**config.mk**
```make
export PLATFORM = sky130hd
export DESIGN_NAME = osc_switch_ctrl
export DESIGN_NICKNAME = d
export VERILOG_FILES = /design/src/hdl/osc_pkg.sv /design/src/hdl/osc_retry_timer.sv /design/src/hdl/osc_spi_port.sv /design/src/hdl/osc_switch_ctrl.sv
export VERILOG_INCLUDE_DIRS = /design/src /design/src/hdl
export SDC_FILE = /design/constraint.sdc
export NUM_CORES = 1
export LEC_CHECK = 0
export ABC_AREA = 1
export BUFFER_PORTS_ARGS = -buffer_cell sky130_fd_sc_hd__buf_2
export CAP_MARGIN = 40
export CORE_ASPECT_RATIO = 0.5
export CORE_MARGIN = 2
export CORE_UTILIZATION = 55
export CTS_BUF_LIST = sky130_fd_sc_hd__clkbuf_4
export CTS_CLUSTER_SIZE = 40
export DETAILED_ROUTE_END_ITERATION = 16
export PLACE_DENSITY = 0.82
export SYNTH_ARGS = -nofsm -noshare
export SYNTH_HDL_FRONTEND = slang
export SYNTH_SLANG_ARGS = --single-unit
```
**constraint.sdc**
```tcl
create_clock -name pclk -period 1.6 [get_ports pclk]
set_clock_uncertainty 0.15 [all_clocks]
set_input_delay 0.08 -clock pclk [delete_from_list [all_inputs] [get_ports pclk]]
set_output_delay 0.08 -clock pclk [all_outputs]
set_load 0.02 [all_outputs]
```
**src/hdl/osc_defs.svh**
```systemverilog
// Constants for the octal switch channel control block.
`ifndef OSC_DEFS_SVH
`define OSC_DEFS_SVH

`define OSC_CH_COUNT 8
`define OSC_FRAME_BITS 16
`define OSC_CNT_BITS 5
`define OSC_PIN_BITS 31

`define OSC_MAP0_RESET 8'h04
`define OSC_MAP1_RESET 8'h08
`define OSC_OUT_RESET 8'h00
`define OSC_PROBE_RESET 8'h00
`define OSC_FS_CH_A 2
`define OSC_FS_CH_B 3
`define OSC_FS_MASK 8'h0C

`define OSC_SPI_OUT 3'h0
`define OSC_SPI_MAP0 3'h1
`define OSC_SPI_MAP1 3'h2
`define OSC_SPI_PROBE 3'h3
`define OSC_SPI_CLEAR 3'h4

`define OSC_APB_STATUS 12'h000
`define OSC_APB_CLEAR 12'h004
`define OSC_APB_ENABLE 12'h008
`define OSC_APB_CHANNEL 12'h00C
`define OSC_APB_CONFIG 12'h010

`define OSC_IRQ_BITS 3
`define OSC_IRQ_FRAME 0
`define OSC_IRQ_FAULT 1
`define OSC_IRQ_FAILSAFE 2

`define OSC_RESTART_TIME_US 1000
`define OSC_PCLK_MHZ 40

`endif

```
**src/hdl/osc_pkg.sv**
```systemverilog
// Types shared by the octal switch channel control block.
package osc_pkg;

    typedef struct packed {
        logic write;
        logic [2:0] addr;
        logic [3:0] spare;
        logic [7:0] data;
    } osc_frame_type;

    typedef struct packed {
        logic [7:0] thermal;
        logic [7:0] overload;
        logic [7:0] monitor;
        logic [7:0] drive;
    } osc_channel_view_type;

    typedef enum logic [1:0] {
        OSC_IDLE = 2'b00,
        OSC_SHIFT = 2'b01,
        OSC_DONE = 2'b11
    } osc_spi_state_type;

endpackage : osc_pkg

```
**src/hdl/osc_retry_timer.sv**
```systemverilog
// Restart timer for one channel in fail-safe operation.
`timescale 1ns/1ps
`include "osc_defs.svh"

module osc_retry_timer #(
    parameter int unsigned CYCLES = `OSC_RESTART_TIME_US * `OSC_PCLK_MHZ
) (
    input wire logic pclk,
    input wire logic presetn,
    input wire logic run,
    output logic expire
);
    import osc_pkg::*;

    logic [31:0] count;

    // The count restarts whenever the wait condition drops, so a brief input low re-arms it.
    always_ff @(posedge pclk or negedge presetn) begin
        if (!presetn) begin
            count <= 32'h00000000;
            expire <= 1'b0;
        end else if (!run) begin
            count <= 32'h00000000;
            expire <= 1'b0;
        end else if (count == 32'(CYCLES - 1)) begin
            count <= 32'h00000000;
            expire <= 1'b1;
        end else begin
            count <= count + 32'h00000001;
            expire <= 1'b0;
        end
    end

endmodule : osc_retry_timer

```
**src/hdl/osc_spi_port.sv**
```systemverilog
// Sixteen-bit daisy-chainable serial port, oversampled by the system clock.
`timescale 1ns/1ps
`include "osc_defs.svh"

module osc_spi_port (
    input wire logic pclk,
    input wire logic presetn,
    input wire logic enable,
    input wire logic sclk,
    input wire logic chip_select_n,
    input wire logic serial_in,
    input wire logic [`OSC_FRAME_BITS-1:0] tx_word,
    output osc_pkg::osc_frame_type rx_frame,
    output logic rx_valid,
    output logic serial_out,
    output logic serial_out_oe
);
    import osc_pkg::*;

    osc_spi_state_type state;
    logic sclk_d;
    logic [`OSC_FRAME_BITS-1:0] shift;
    logic [`OSC_CNT_BITS-1:0] count;
    logic rise;
    logic fall;

    assign rise = sclk && !sclk_d;
    assign fall = !sclk && sclk_d;

    always_ff @(posedge pclk or negedge presetn) begin
        if (!presetn) begin
            sclk_d <= 1'b0;
        end else begin
            sclk_d <= sclk;
        end
    end

    // Bits pass straight through the shift register, so any chain length of sixteen bits or more works and
    // the last sixteen bits seen before deselect form the frame.
    always_ff @(posedge pclk or negedge presetn) begin
        if (!presetn) begin
            state <= OSC_IDLE;
            shift <= 16'h0000;
            count <= 5'h00;
            serial_out <= 1'b0;
            serial_out_oe <= 1'b0;
            rx_valid <= 1'b0;
            rx_frame <= 16'h0000;
        end else if (!enable) begin
            state <= OSC_IDLE;
            serial_out_oe <= 1'b0;
            rx_valid <= 1'b0;
        end else begin
            rx_valid <= 1'b0;
            case (state)
                OSC_IDLE: begin
                    serial_out_oe <= 1'b0;
                    if (!chip_select_n) begin
                        shift <= tx_word;
                        serial_out <= tx_word[`OSC_FRAME_BITS-1];
                        serial_out_oe <= 1'b1;
                        count <= 5'h00;
                        state <= OSC_SHIFT;
                    end
                end
                OSC_SHIFT: begin
                    if (chip_select_n) begin
                        serial_out_oe <= 1'b0;
                        state <= OSC_DONE;
                    end else if (rise) begin
                        shift <= {shift[`OSC_FRAME_BITS-2:0], serial_in};
                        if (count != 5'(`OSC_FRAME_BITS)) begin
                            count <= count + 5'h01;
                        end
                    end else if (fall) begin
                        serial_out <= shift[`OSC_FRAME_BITS-1];
                    end
                end
                OSC_DONE: begin
                    // Short frames are dropped rather than acted on half-filled.
                    if (count == 5'(`OSC_FRAME_BITS)) begin
                        rx_frame <= shift;
                        rx_valid <= 1'b1;
                    end
                    state <= OSC_IDLE;
                end
                default: begin
                    state <= OSC_IDLE;
                end
            endcase
        end
    end

    property p_so_released;
        @(posedge pclk) disable iff (!presetn)
        (chip_select_n || !enable) |=> !serial_out_oe;
    endproperty
    a_so_released: assert property (p_so_released) else $error("output driven while deselected");

    property p_no_access_unpowered;
        @(posedge pclk) disable iff (!presetn)
        !enable |=> !rx_valid && $stable(rx_frame);
    endproperty
    a_no_access_unpowered: assert property (p_no_access_unpowered) else $error("frame taken unpowered");

    property p_full_frame;
        @(posedge pclk) disable iff (!presetn)
        rx_valid |-> $past(count) == 5'(`OSC_FRAME_BITS) && $past(state) == OSC_DONE;
    endproperty
    a_full_frame: assert property (p_full_frame) else $error("frame shorter than sixteen bits");

endmodule : osc_spi_port

```
**src/hdl/osc_switch_ctrl.sv**
```systemverilog
// Top of the octal switch channel control: serial port, input mapping, fault latches, APB.
//
// Register access over APB and the address map were chosen for this implementation.
`timescale 1ns/1ps
`include "osc_defs.svh"

module osc_switch_ctrl #(
    parameter int unsigned RESTART_CYCLES = `OSC_RESTART_TIME_US * `OSC_PCLK_MHZ
) (
    input wire logic pclk,
    input wire logic presetn,
    input wire logic psel,
    input wire logic penable,
    input wire logic pwrite,
    input wire logic [11:0] paddr,
    input wire logic [31:0] pwdata,
    output logic [31:0] prdata,
    output logic pready,
    output logic pslverr,
    output logic irq,
    input wire logic sclk,
    input wire logic chip_select_n,
    input wire logic serial_in,
    output logic serial_out,
    output logic serial_out_oe,
    input wire logic supply_present,
    input wire logic idle_select,
    input wire logic direct_input_zero,
    input wire logic direct_input_one,
    input wire logic [`OSC_CH_COUNT-1:0] overload_detect,
    input wire logic [`OSC_CH_COUNT-1:0] overtemp_detect,
    input wire logic [`OSC_CH_COUNT-1:0] open_load_sense,
    output logic [`OSC_CH_COUNT-1:0] channel_on,
    output logic [`OSC_CH_COUNT-1:0] open_load_probe_current
);
    import osc_pkg::*;

    logic [`OSC_PIN_BITS-1:0] pins_meta;
    logic [`OSC_PIN_BITS-1:0] pins_sync;
    logic sclk_s;
    logic csn_s;
    logic si_s;
    logic vdd_s;
    logic idle_s;
    logic in0_s;
    logic in1_s;
    logic [7:0] ovl_s;
    logic [7:0] tmp_s;
    logic [7:0] output_monitor_bits;
    logic failsafe;
    logic failsafe_d;
    logic [7:0] out_ctrl;
    logic [7:0] map0;
    logic [7:0] map1;
    logic [7:0] probe_ctrl;
    logic [7:0] ovl_latch;
    logic [7:0] thr_latch;
    logic [7:0] spi_clear;
    logic [7:0] restart;
    logic [7:0] next_drive;
    logic [7:0] ovl_new;
    osc_frame_type rx_frame;
    logic rx_valid;
    logic [`OSC_FRAME_BITS-1:0] tx_word;
    logic [`OSC_IRQ_BITS-1:0] irq_status;
    logic [`OSC_IRQ_BITS-1:0] irq_enable;
    logic [`OSC_IRQ_BITS-1:0] irq_event;
    logic [`OSC_IRQ_BITS-1:0] irq_clear;
    logic apb_write;
    logic apb_setup;
    osc_channel_view_type chan_view;
    // Two flops on every pin; the 40 MHz sampling resolves serial clock edges only
    // because the controller keeps that clock at or below 5 MHz.
    always_ff @(posedge pclk or negedge presetn) begin
        if (!presetn) begin
            pins_meta <= 31'h00000000;
            pins_sync <= 31'h00000000;
        end else begin
            pins_meta <= {open_load_sense, overtemp_detect, overload_detect, direct_input_one,
                direct_input_zero, idle_select, supply_present, serial_in, chip_select_n, sclk};
            pins_sync <= pins_meta;
        end
    end

    assign sclk_s = pins_sync[0];
    assign csn_s = pins_sync[1];
    assign si_s = pins_sync[2];
    assign vdd_s = pins_sync[3];
    assign idle_s = pins_sync[4];
    assign in0_s = pins_sync[5];
    assign in1_s = pins_sync[6];
    assign ovl_s = pins_sync[14:7];
    assign tmp_s = pins_sync[22:15];
    assign output_monitor_bits = pins_sync[30:23];

    // Fail-safe mode: digital supply lost while the idle pin is low.
    assign failsafe = !vdd_s && !idle_s;

    // Answer carries the latched faults and the live monitor bits.
    assign tx_word = {ovl_latch | thr_latch, output_monitor_bits};

    osc_spi_port u_spi (
        .pclk(pclk),
        .presetn(presetn),
        .enable(vdd_s),
        .sclk(sclk_s),
        .chip_select_n(csn_s),
        .serial_in(si_s),
        .tx_word(tx_word),
        .rx_frame(rx_frame),
        .rx_valid(rx_valid),
        .serial_out(serial_out),
        .serial_out_oe(serial_out_oe)
    );

    // Serially written configuration; mappings start on the fixed default channels.
    always_ff @(posedge pclk or negedge presetn) begin
        if (!presetn) begin
            out_ctrl <= `OSC_OUT_RESET;
            map0 <= `OSC_MAP0_RESET;
            map1 <= `OSC_MAP1_RESET;
            probe_ctrl <= `OSC_PROBE_RESET;
        end else if (rx_valid && rx_frame.write) begin
            case (rx_frame.addr)
                `OSC_SPI_OUT: out_ctrl <= rx_frame.data;
                `OSC_SPI_MAP0: map0 <= rx_frame.data;
                `OSC_SPI_MAP1: map1 <= rx_frame.data;
                `OSC_SPI_PROBE: probe_ctrl <= rx_frame.data;
                default: ;
            endcase
        end
    end

    assign spi_clear = (rx_valid && rx_frame.write && rx_frame.addr == `OSC_SPI_CLEAR)
        ? rx_frame.data : 8'h00;

    // One restart timer per channel, armed only by an overload in fail-safe mode.
    genvar ch;
    generate
        for (ch = 0; ch < `OSC_CH_COUNT; ch = ch + 1) begin : g_retry
            logic mapped_high;
            assign mapped_high = (ch == `OSC_FS_CH_A && in0_s) || (ch == `OSC_FS_CH_B && in1_s);
            osc_retry_timer #(
                .CYCLES(RESTART_CYCLES)
            ) u_timer (
                .pclk(pclk),
                .presetn(presetn),
                .run(failsafe && ovl_latch[ch] && !thr_latch[ch] && mapped_high),
                .expire(restart[ch])
            );
        end
    endgenerate

    assign ovl_new = ovl_s & channel_on;

    // A trip while on latches the channel off; a trip in the clear cycle still wins.
    always_ff @(posedge pclk or negedge presetn) begin
        if (!presetn) begin
            ovl_latch <= 8'h00;
        end else begin
            ovl_latch <= (ovl_latch & ~spi_clear & ~restart) | ovl_new;
        end
    end

    always_ff @(posedge pclk or negedge presetn) begin
        if (!presetn) begin
            thr_latch <= 8'h00;
        end else begin
            thr_latch <= (thr_latch & ~spi_clear) | tmp_s;
        end
    end

    // Channel request: all off in idle, fixed routing in fail-safe, mapped inputs plus serial bits otherwise.
    always_comb begin
        next_drive = 8'h00;
        if (idle_s) begin
            next_drive = 8'h00;
        end else if (failsafe) begin
            next_drive[`OSC_FS_CH_A] = in0_s;
            next_drive[`OSC_FS_CH_B] = in1_s;
        end else begin
            next_drive = out_ctrl | (map0 & {8{in0_s}}) | (map1 & {8{in1_s}});
        end
        next_drive = next_drive & ~ovl_latch & ~thr_latch;
    end

    // All eight channels share one drive path; the low-side or high-side wiring of
    // channels two to seven is external and does not change the logic.
    always_ff @(posedge pclk or negedge presetn) begin
        if (!presetn) begin
            channel_on <= 8'h00;
        end else begin
            channel_on <= next_drive;
        end
    end

    // The probe is only sourced into channels that are off, so it never fights the drive.
    always_ff @(posedge pclk or negedge presetn) begin
        if (!presetn) begin
            open_load_probe_current <= 8'h00;
        end else begin
            open_load_probe_current <= probe_ctrl & ~next_drive & {8{!idle_s}};
        end
    end

    always_ff @(posedge pclk or negedge presetn) begin
        if (!presetn) begin
            failsafe_d <= 1'b1; // The empty sync looks like fail-safe just after reset.
        end else begin
            failsafe_d <= failsafe;
        end
    end

    // APB: the setup cycle registers the answer, so access takes exactly one cycle.
    assign apb_setup = psel && !penable;
    assign apb_write = psel && penable && pready && pwrite;
    assign chan_view = {thr_latch, ovl_latch, output_monitor_bits, channel_on};
    assign irq_clear = (apb_write && paddr == `OSC_APB_CLEAR) ? pwdata[`OSC_IRQ_BITS-1:0] : 3'h0;

    always_comb begin
        irq_event = 3'h0;
        irq_event[`OSC_IRQ_FRAME] = rx_valid;
        irq_event[`OSC_IRQ_FAULT] = |(ovl_new & ~ovl_latch) || |(tmp_s & ~thr_latch);
        irq_event[`OSC_IRQ_FAILSAFE] = failsafe && !failsafe_d;
    end

    always_ff @(posedge pclk or negedge presetn) begin
        if (!presetn) begin
            pready <= 1'b0;
            pslverr <= 1'b0;
            prdata <= 32'h00000000;
        end else begin
            pready <= apb_setup;
            pslverr <= 1'b0;
            prdata <= 32'h00000000;
            if (apb_setup) begin
                case (paddr)
                    `OSC_APB_STATUS: prdata <= {29'h00000000, irq_status};
                    `OSC_APB_CLEAR: prdata <= 32'h00000000;
                    `OSC_APB_ENABLE: prdata <= {29'h00000000, irq_enable};
                    `OSC_APB_CHANNEL: prdata <= chan_view;
                    `OSC_APB_CONFIG: prdata <= {probe_ctrl, map1, map0, out_ctrl};
                    default: pslverr <= 1'b1;
                endcase
            end
        end
    end

    always_ff @(posedge pclk or negedge presetn) begin
        if (!presetn) begin
            irq_enable <= 3'h0;
        end else if (apb_write && paddr == `OSC_APB_ENABLE) begin
            irq_enable <= pwdata[`OSC_IRQ_BITS-1:0];
        end
    end

    // New events beat a clear written in the same cycle.
    always_ff @(posedge pclk or negedge presetn) begin
        if (!presetn) begin
            irq_status <= 3'h0;
            irq <= 1'b0;
        end else begin
            irq_status <= (irq_status & ~irq_clear) | irq_event;
            irq <= |(irq_status & irq_enable);
        end
    end

    property p_failsafe_route;
        @(posedge pclk) disable iff (!presetn)
        (failsafe && !idle_s) |=> channel_on[`OSC_FS_CH_A] ==
            ($past(in0_s) && !$past(ovl_latch[`OSC_FS_CH_A]) && !$past(thr_latch[`OSC_FS_CH_A]));
    endproperty
    a_failsafe_route: assert property (p_failsafe_route) else $error("fail-safe input zero lost");
    property p_failsafe_only;
        @(posedge pclk) disable iff (!presetn)
        failsafe |=> (channel_on & ~`OSC_FS_MASK) == 8'h00;
    endproperty
    a_failsafe_only: assert property (p_failsafe_only) else $error("mapping used in fail-safe");
    property p_idle_off;
        @(posedge pclk) disable iff (!presetn)
        idle_s |=> channel_on == 8'h00 && open_load_probe_current == 8'h00;
    endproperty
    a_idle_off: assert property (p_idle_off) else $error("channel on in idle mode");
    property p_map_zero;
        @(posedge pclk) disable iff (!presetn)
        (!failsafe && !idle_s && in0_s && (map0 & ~ovl_latch & ~thr_latch) != 8'h00)
            |=> (channel_on & $past(map0 & ~ovl_latch & ~thr_latch)) ==
            $past(map0 & ~ovl_latch & ~thr_latch);
    endproperty
    a_map_zero: assert property (p_map_zero) else $error("mapped channel not driven");
    property p_overload_latch;
        @(posedge pclk) disable iff (!presetn)
        ovl_new != 8'h00 |=> (ovl_latch & $past(ovl_new)) == $past(ovl_new) ##1
            (channel_on & $past(ovl_new, 2)) == 8'h00;
    endproperty
    a_overload_latch: assert property (p_overload_latch) else $error("overload not latched off");
    property p_thermal_latch;
        @(posedge pclk) disable iff (!presetn)
        tmp_s != 8'h00 |=> (thr_latch & $past(tmp_s)) == $past(tmp_s) ##1
            (channel_on & $past(tmp_s, 2)) == 8'h00;
    endproperty
    a_thermal_latch: assert property (p_thermal_latch) else $error("thermal fault not latched");
    property p_latch_holds;
        @(posedge pclk) disable iff (!presetn)
        (thr_latch != 8'h00 && spi_clear == 8'h00) |=> (thr_latch & $past(thr_latch)) ==
            $past(thr_latch);
    endproperty
    a_latch_holds: assert property (p_latch_holds) else $error("latched diagnosis lost");
    property p_probe_gated;
        @(posedge pclk) disable iff (!presetn)
        ##1 (open_load_probe_current & ~$past(probe_ctrl)) == 8'h00 &&
            (open_load_probe_current & channel_on) == 8'h00;
    endproperty
    a_probe_gated: assert property (p_probe_gated) else $error("probe current not requested");
    property p_restart_clears;
        @(posedge pclk) disable iff (!presetn)
        restart != 8'h00 |=> (ovl_latch & $past(restart) & ~$past(ovl_new)) == 8'h00;
    endproperty
    a_restart_clears: assert property (p_restart_clears) else $error("restart did not unlatch");
endmodule : osc_switch_ctrl

```
# Word-level counts from Yosys, hierarchy flattened
# Index checks and enable logic that the tools add are counted.
[totals]
ff_bits = 273
input_bits = 80
out_inout_bits = 53
elab_cells = 171
[classes]
add_sub_neg = 3
eq_ne = 23
n_mux = 43
n_bitwise = 26
reduce_logical = 45
[ops]
columns = ["operator", "n"]
rows = [
  ["32-bit two-way mux", 5],
  ["32-bit one-hot mux with 4 select lines", 1],
  ["8-bit bitwise AND", 12],
  ["32-bit by 1-bit adder with 32-bit output, second input constant", 2],
  ["32-bit by 16-bit equality test with 1-bit output, second input constant", 2],
  ["16-bit two-way mux", 3],
  ["8-bit OR", 5],
  ["8-bit NOT", 4],
  ["16-bit one-hot mux with 2 select lines", 1],
  ["12-bit by 4-bit equality test with 1-bit output, second input constant", 2],
  ["5-bit two-way mux", 4],
  ["1-bit logical AND", 18],
  ["1-bit two-way mux", 16],
  ["8-bit two-way mux", 2],
  ["8-bit OR reduction", 2],
  ["12-bit by 3-bit equality test with 1-bit output, second input constant", 1],
  ["12-bit by 5-bit equality test with 1-bit output, second input constant", 1],
  ["12-bit logical NOT", 1],
  ["2-bit AND reduction", 6],
  ["6-bit AND reduction", 2],
  ["2-bit two-way mux", 5],
  ["5-bit one-hot mux with 2 select lines", 1],
  ["1-bit logical NOT", 8],
  ["4-bit NOT with 8-bit output", 1],
  ["other kinds (27)", 35],
]

# Depth between registers and ports, before layout
[logic_depth]
ltp_word = 10
depth_mapped = 10
ltp_nobuf = 9

# Hierarchy
# Synthesis repeated with hierarchy kept, for this count alone.
[unflattened]
hier_cells = 3257
hier_area_um2 = 25084.1
[modules_own_cells]
columns = ["module", "n_inst", "cells_each", "area_per_inst_um2", "seq_area_each_um2"]
rows = [
  ["osc_retry_timer (g_retry[0].u_timer ...)", 7, 295, 2050.7, 825.8],
  ["osc_switch_ctrl", 1, 643, 6582.6, 4207.8],
  ["osc_spi_port", 1, 249, 2089.5, 1076.0],
  ["osc_retry_timer (g_retry[3].u_timer)", 1, 300, 2057.0, 825.8],
]

# Worst setup path before layout
# Ideal clock, no wire load.
[synth_path]
path_type = "reg2reg"
start = "register g_retry[2].u_timer.count[0]"
end = "register g_retry[2].u_timer.count[0]"
setup_time_ns = 0.120
arrival_time_ns = 1.309
t_required_ns = 1.330
path_slack_ns = 0.020
stages_incl_launch_ff = 9
n_path_buf = 0
synth_period_minus_slack_ns = 1.580
path_cell_list = "dfrtp_1 ha_1 nand3_2 nor2_1 inv_2 nor3_1 nand3_1 nand2_2 nor2_1"
[synth_via]
elab_chain_len = 3
word_cells_on_any_way = 4
classes_between = "1 x add/sub; 1 x eq/ne; 2 x mux"
[synth_lines]
columns = ["element", "line", "rtl"]
rows = [
  ["start: declaration", "osc_retry_timer.sv:15", "logic [31:0] count;"],
  ["start signal: assignment", "osc_retry_timer.sv:29", "count <= count + 32'h00000001;"],
  ["32-bit by 1-bit adder with 32-bit output / 32-bit by 16-bit equality test with 1-bit output (equally long branches)", "osc_retry_timer.sv:29, osc_retry_timer.sv:25", ""],
  ["32-bit two-way mux (*)", "osc_retry_timer.sv:25", "end else if (count == 32'(CYCLES - 1)) begin"],
  ["32-bit two-way mux (*)", "osc_retry_timer.sv:22", "end else if (!run) begin"],
]
# Every way passes the cells marked *; elsewhere a longest branch is shown, timed or not.
# A chain may end at the register's enable or synchronous reset.

# Final worst setup path
[layout_path]
start = "register u_spi.count[1]"
end = "register, netlist name u_spi.rx_frame[12]"
[layout_via]
elab_chain_len = 2
[layout_lines]
columns = ["element", "line", "rtl"]
rows = [
  ["start: declaration", "osc_spi_port.sv:23", "logic [`OSC_CNT_BITS-1:0] count;"],
  ["start signal: assignment", "osc_spi_port.sv:73", "count <= count + 5'h01;"],
  ["5-bit equality test", "osc_spi_port.sv:81", "if (count == 5'(`OSC_FRAME_BITS)) begin"],
  ["3-bit AND reduction (no source line)", "--", ""],
]
# No other way between the ends.

==> out/qor.yml <==
power:
  leakage_nw: 7.087
  vdd_drop_max_uv: 626.0
  p_per_area_nw_per_um2: 871.9
sta:
  finalWorstSetupSlack_ps: -124.4
  slew_viol_final: 0
  hold_viol: 11
  period_minus_slack_ps: 1724
  setup_viol: 24
  slew-limit-headroom_pct: 71.23
  period_share_pct: 107.8
  setup_tns_ps: -687.3
  rsz0062_at_grt: "yes"
  max_freq_mhz: 579.9
  hold_ws_ps: -185.9
  worst_pin_slew_ps: 426.0
global_routing:
  grt_pass1_vias: 10940
  grtUsageTotal_pct: 29.14
  grt_pass1_wl_um: 52850
  grt_start_max_net_pins: 51
  grt_overflow: 0
  antenna_found_initial: 1
hold_path:
  worstHoldEndpoint: "prdata[7]$_DFF_PN0_"
  hp-class: "in -> reg"
  whs_path_depth: 8
  min_from: "paddr[9]"
critical_path:
  worstPathArrival_ps: 2160
  cp_cell_sequence: "inv_2, ha_4, nand3_2, nor3_2, nand2_2, buf_12, nand2_1, o21ai_1"
  cp_slowest_cell: "dfrtp_1"
  crit_fanout: 13
  rr_endpoint: "u_spi.rx_frame[12]$_DFFE_PN0P_"
  r2r_slack_ps: -120
  rr_startpoint: "u_spi.count[1]$_DFFE_PN0P_"
  required_ps: 2040
  cp-start-kind: "flop"
  max_stage_delay_ps: 420
  critPathCaptureType: "flop"
  r2r_cells: 8
  critPathKind: "reg -> reg"
clocking:
  cts_root_buf: "clkbuf_4"
  cts_buffers: 60
  clk_pin_slew_ps: 70
  ctsHtreeMaxLevel: 2
  tritoncts: "built"
  clk_latency_ps: 770
  clkSinkCount: 273
  clk_path_buf_depth: 3
floorplanning:
  initial_core_util_pct: 55.75
  die_y_um: 108.5
  die_area_sq_um: 23100
  ios: 133
  core_area_sq_um: 21540
  fp-row-count: 38
  die_x_um: 213.0
synthesis:
  synth_flop_cell: "dfrtp_1"
  yosysTopAreaCell: "dfrtp_1"
  syn_area_per_cell_sq_um: 8.522
  ys_ff_latch: 273
  syn_nets: 1493
  syn_area_sq_um: 12010
  synth_top_area_share_pct: 56.27
  synth_edf_count: 0
  synth.area.top_cells: "dfrtp_1 56%, nand2_1 9.8%, nor2_1 7.2%"
  async_flop_share_pct: 100.0
  yosys_warnings: 0
  synth.distinct_cells: 39
  ys_seq_area_share_pct: 56.92
  synthCells: 1409
route:
  ant_nets: 0
  wl_um: 36770
  drc: 0
  vias: 11460
  drt-initial-drc-count: 1466
  routedWlPerCell_um: 17.72
  avgViaCountPerCell: 5.524
  dr.pass1.iters: 7
place:
  io_buffers: 103
  dp_slack_ps: -124.8
  place_area_sq_um: 13400
  dp_hpwl_um: 21640
  gp_congestion: 0.9176
cells_and_area:
  drive_gt1_share_pct: 25.42
  n_fill_cell: 1365
  area_growth_pct: 31.35
  final_area_sq_um: 15770
  nets: 1817
run_status:
  violations: "negative hold slack, negative setup slack"
  status: "finished with violations"
flow_run:
  maxCapViolations: 0
-- worst max-delay path by stage --
| stage | to | slack (ps) | cells past startpoint | from |
|---|---|---|---|---|
| final | u_spi.rx_frame[12]$_DFFE_PN0P_ | -120 | 8 | u_spi.count[1]$_DFFE_PN0P_ |
| after CTS | channel_on[3] | -50 | 2 | channel_on[3]$_DFF_PN0_ |
| after floorplan | g_retry[2].u_timer.count[0]$_DFF_PN0_ | 20 | 8 | g_retry[2].u_timer.count[0]$_DFF_PN0_ |
| after detailed placement | g_retry[2].u_timer.count[15]$_DFF_PN0_ | -120 | 8 | g_retry[2].u_timer.count[1]$_DFF_PN0_ |
| after global placement | g_retry[2].u_timer.count[15]$_DFF_PN0_ | -80 | 8 | g_retry[2].u_timer.count[0]$_DFF_PN0_ |
| after global routing | u_spi.serial_out$_DFFE_PN0P_ | -160 | 5 | u_spi.state[0]$_DFFE_PN0P_ |
-- cell usage in the layout (no fill, tap or decap), types with 8 or more instances in the layout --
cell type      synthesis  layout
buf_2                 14      99
nand3_2                4      10
o211ai_1              12      12
xor2_1                15      15
inv_1                177     168
o21ai_0               92      72
o21ai_1               20      36
buf_12                 0       8
clkbuf_4               0      86
o22ai_1                9       9
nor3_1                17      12
nor2_2                27      44
buf_6                  5      10
dlygate4sd3_1          0      86
a21oi_1               16      16
nand2_4                1      10
nand3_1               98      90
buf_4                  6      82
dfrtp_2                0      11
nand2_1              315     290
nor2_4                 3      23
dfrtp_1              270     259
xnor2_1               15      15
nor2_1               229     193
nand4_1               16      16
nand2_2                4      23
clkinv_1               0      12
inv_2                  6      14
-- cells by family (layout without fill, tap and decap cells) --
group                    count (synthesis)  in the layout  synth area share (%)
adder cells (fa/ha/maj)                  4              4                0.4168
XOR/XNOR                                30             30                 2.188
other                                    0              1                     0
AND/OR/NAND/NOR                        721            725                 25.44
flip-flops                             273            273                 56.92
AO/OA/AOI/OAI                          167            167                 7.690
buffers and inverters                  214            575                 7.346
-- registers in the layout, indices dropped and copies added (netlist names), 2 cells and up --
register,cells
u_spi.shift,16
pins_meta,31
irq_status,3
pins_sync,31
map1,8
g_retry.u_timer.count,64
u_spi.state,2
u_spi.rx_frame,12
out_ctrl,8
irq_enable,3
prdata,32
map0,8
open_load_probe_current,8
thr_latch,8
probe_ctrl,8
channel_on,8
u_spi.count,5
g_retry.u_timer.expire,2
ovl_latch,8
-- final cells by class --
cell class | instances | area (sq um) | share of cell area (%)
Antenna cell | 1 | 2.502 | 0.01587
Clock buffer | 86 | 645.6 | 4.093
Clock inverter | 17 | 101.3 | 0.6426
Inverter | 183 | 693.2 | 4.395
Multi-Input combinational cell | 926 | 4781 | 30.31
Sequential cell | 273 | 6849 | 43.42
Tap cell | 300 | 375.4 | 2.380
Timing Repair Buffer | 289 | 2325 | 14.74
-- routing by layer --
layer  share of wire [%]  wire length (um)  track usage, %  vias to the layer above
met3                 9.8              3590           6.390                      222
met5                   0                 0               0                        -
met2                  48             17590           49.72                      723
li1                    -                 -               -                     5131
met4                 5.2              1914           10.14                        0
met1                  37             13670           37.14                     5387
-- synth_stat cells, types with 4 or more instances --
library cell,instances
nand2_1,315
buf_6,5
xnor2_1,15
ha_1,4
o211ai_1,12
buf_4,6
nor2_1,229
inv_2,6
o21ai_1,20
nor3_1,17
nand3_1,98
a211oi_1,6
a21oi_1,16
clkbuf_1,5
inv_1,177
buf_2,14
dfrtp_1,270
nand2_2,4
o22ai_1,9
o31ai_1,4
nand3_2,4
xor2_1,15
nand4_1,16
o21ai_0,92
nor2_2,27
-- worst max-delay path: cells and delay by family, from the launching register on --
family,cells,cell delay (ps)
AND/OR/NAND/NOR,4,510
flip-flops,1,420
adder cells (fa/ha/maj),1,140
AO/OA/AOI/OAI,1,120
buffers and inverters,2,290
-- report_power, final --
group	internal (mW)	leakage, nW	switching (mW)
registers	7.10	3.54	0.116
clock network	2.63	0.445	2.88
logic	0.415	3.10	0.605
-- timing repair --
action / CTS / global route
setup endpoints to repair: 30 / 151
buffers inserted: 3 / 18
endpoints found under the hold margin: 344 / 9
gates cloned: 1 / 6
pin swaps: 5 / 18
hold buffers: 85 / 1
gates resized for setup: 22 / 154
-- metrics by stage --
stage	std cells	total power [mW]	utilization, %	hold WS [ps]
floorplan	1409	7.606	-	-365.6
detailed placement	1859	7.998	62.22	-151.1
global placement	1859	7.949	62.22	-159.5
CTS	2049	13.44	70.04	-160.6
global route	2075	14.25	73.23	-137.9
finish	2075	13.75	73.23	-185.9
Power figures use the tool's default switching activity.
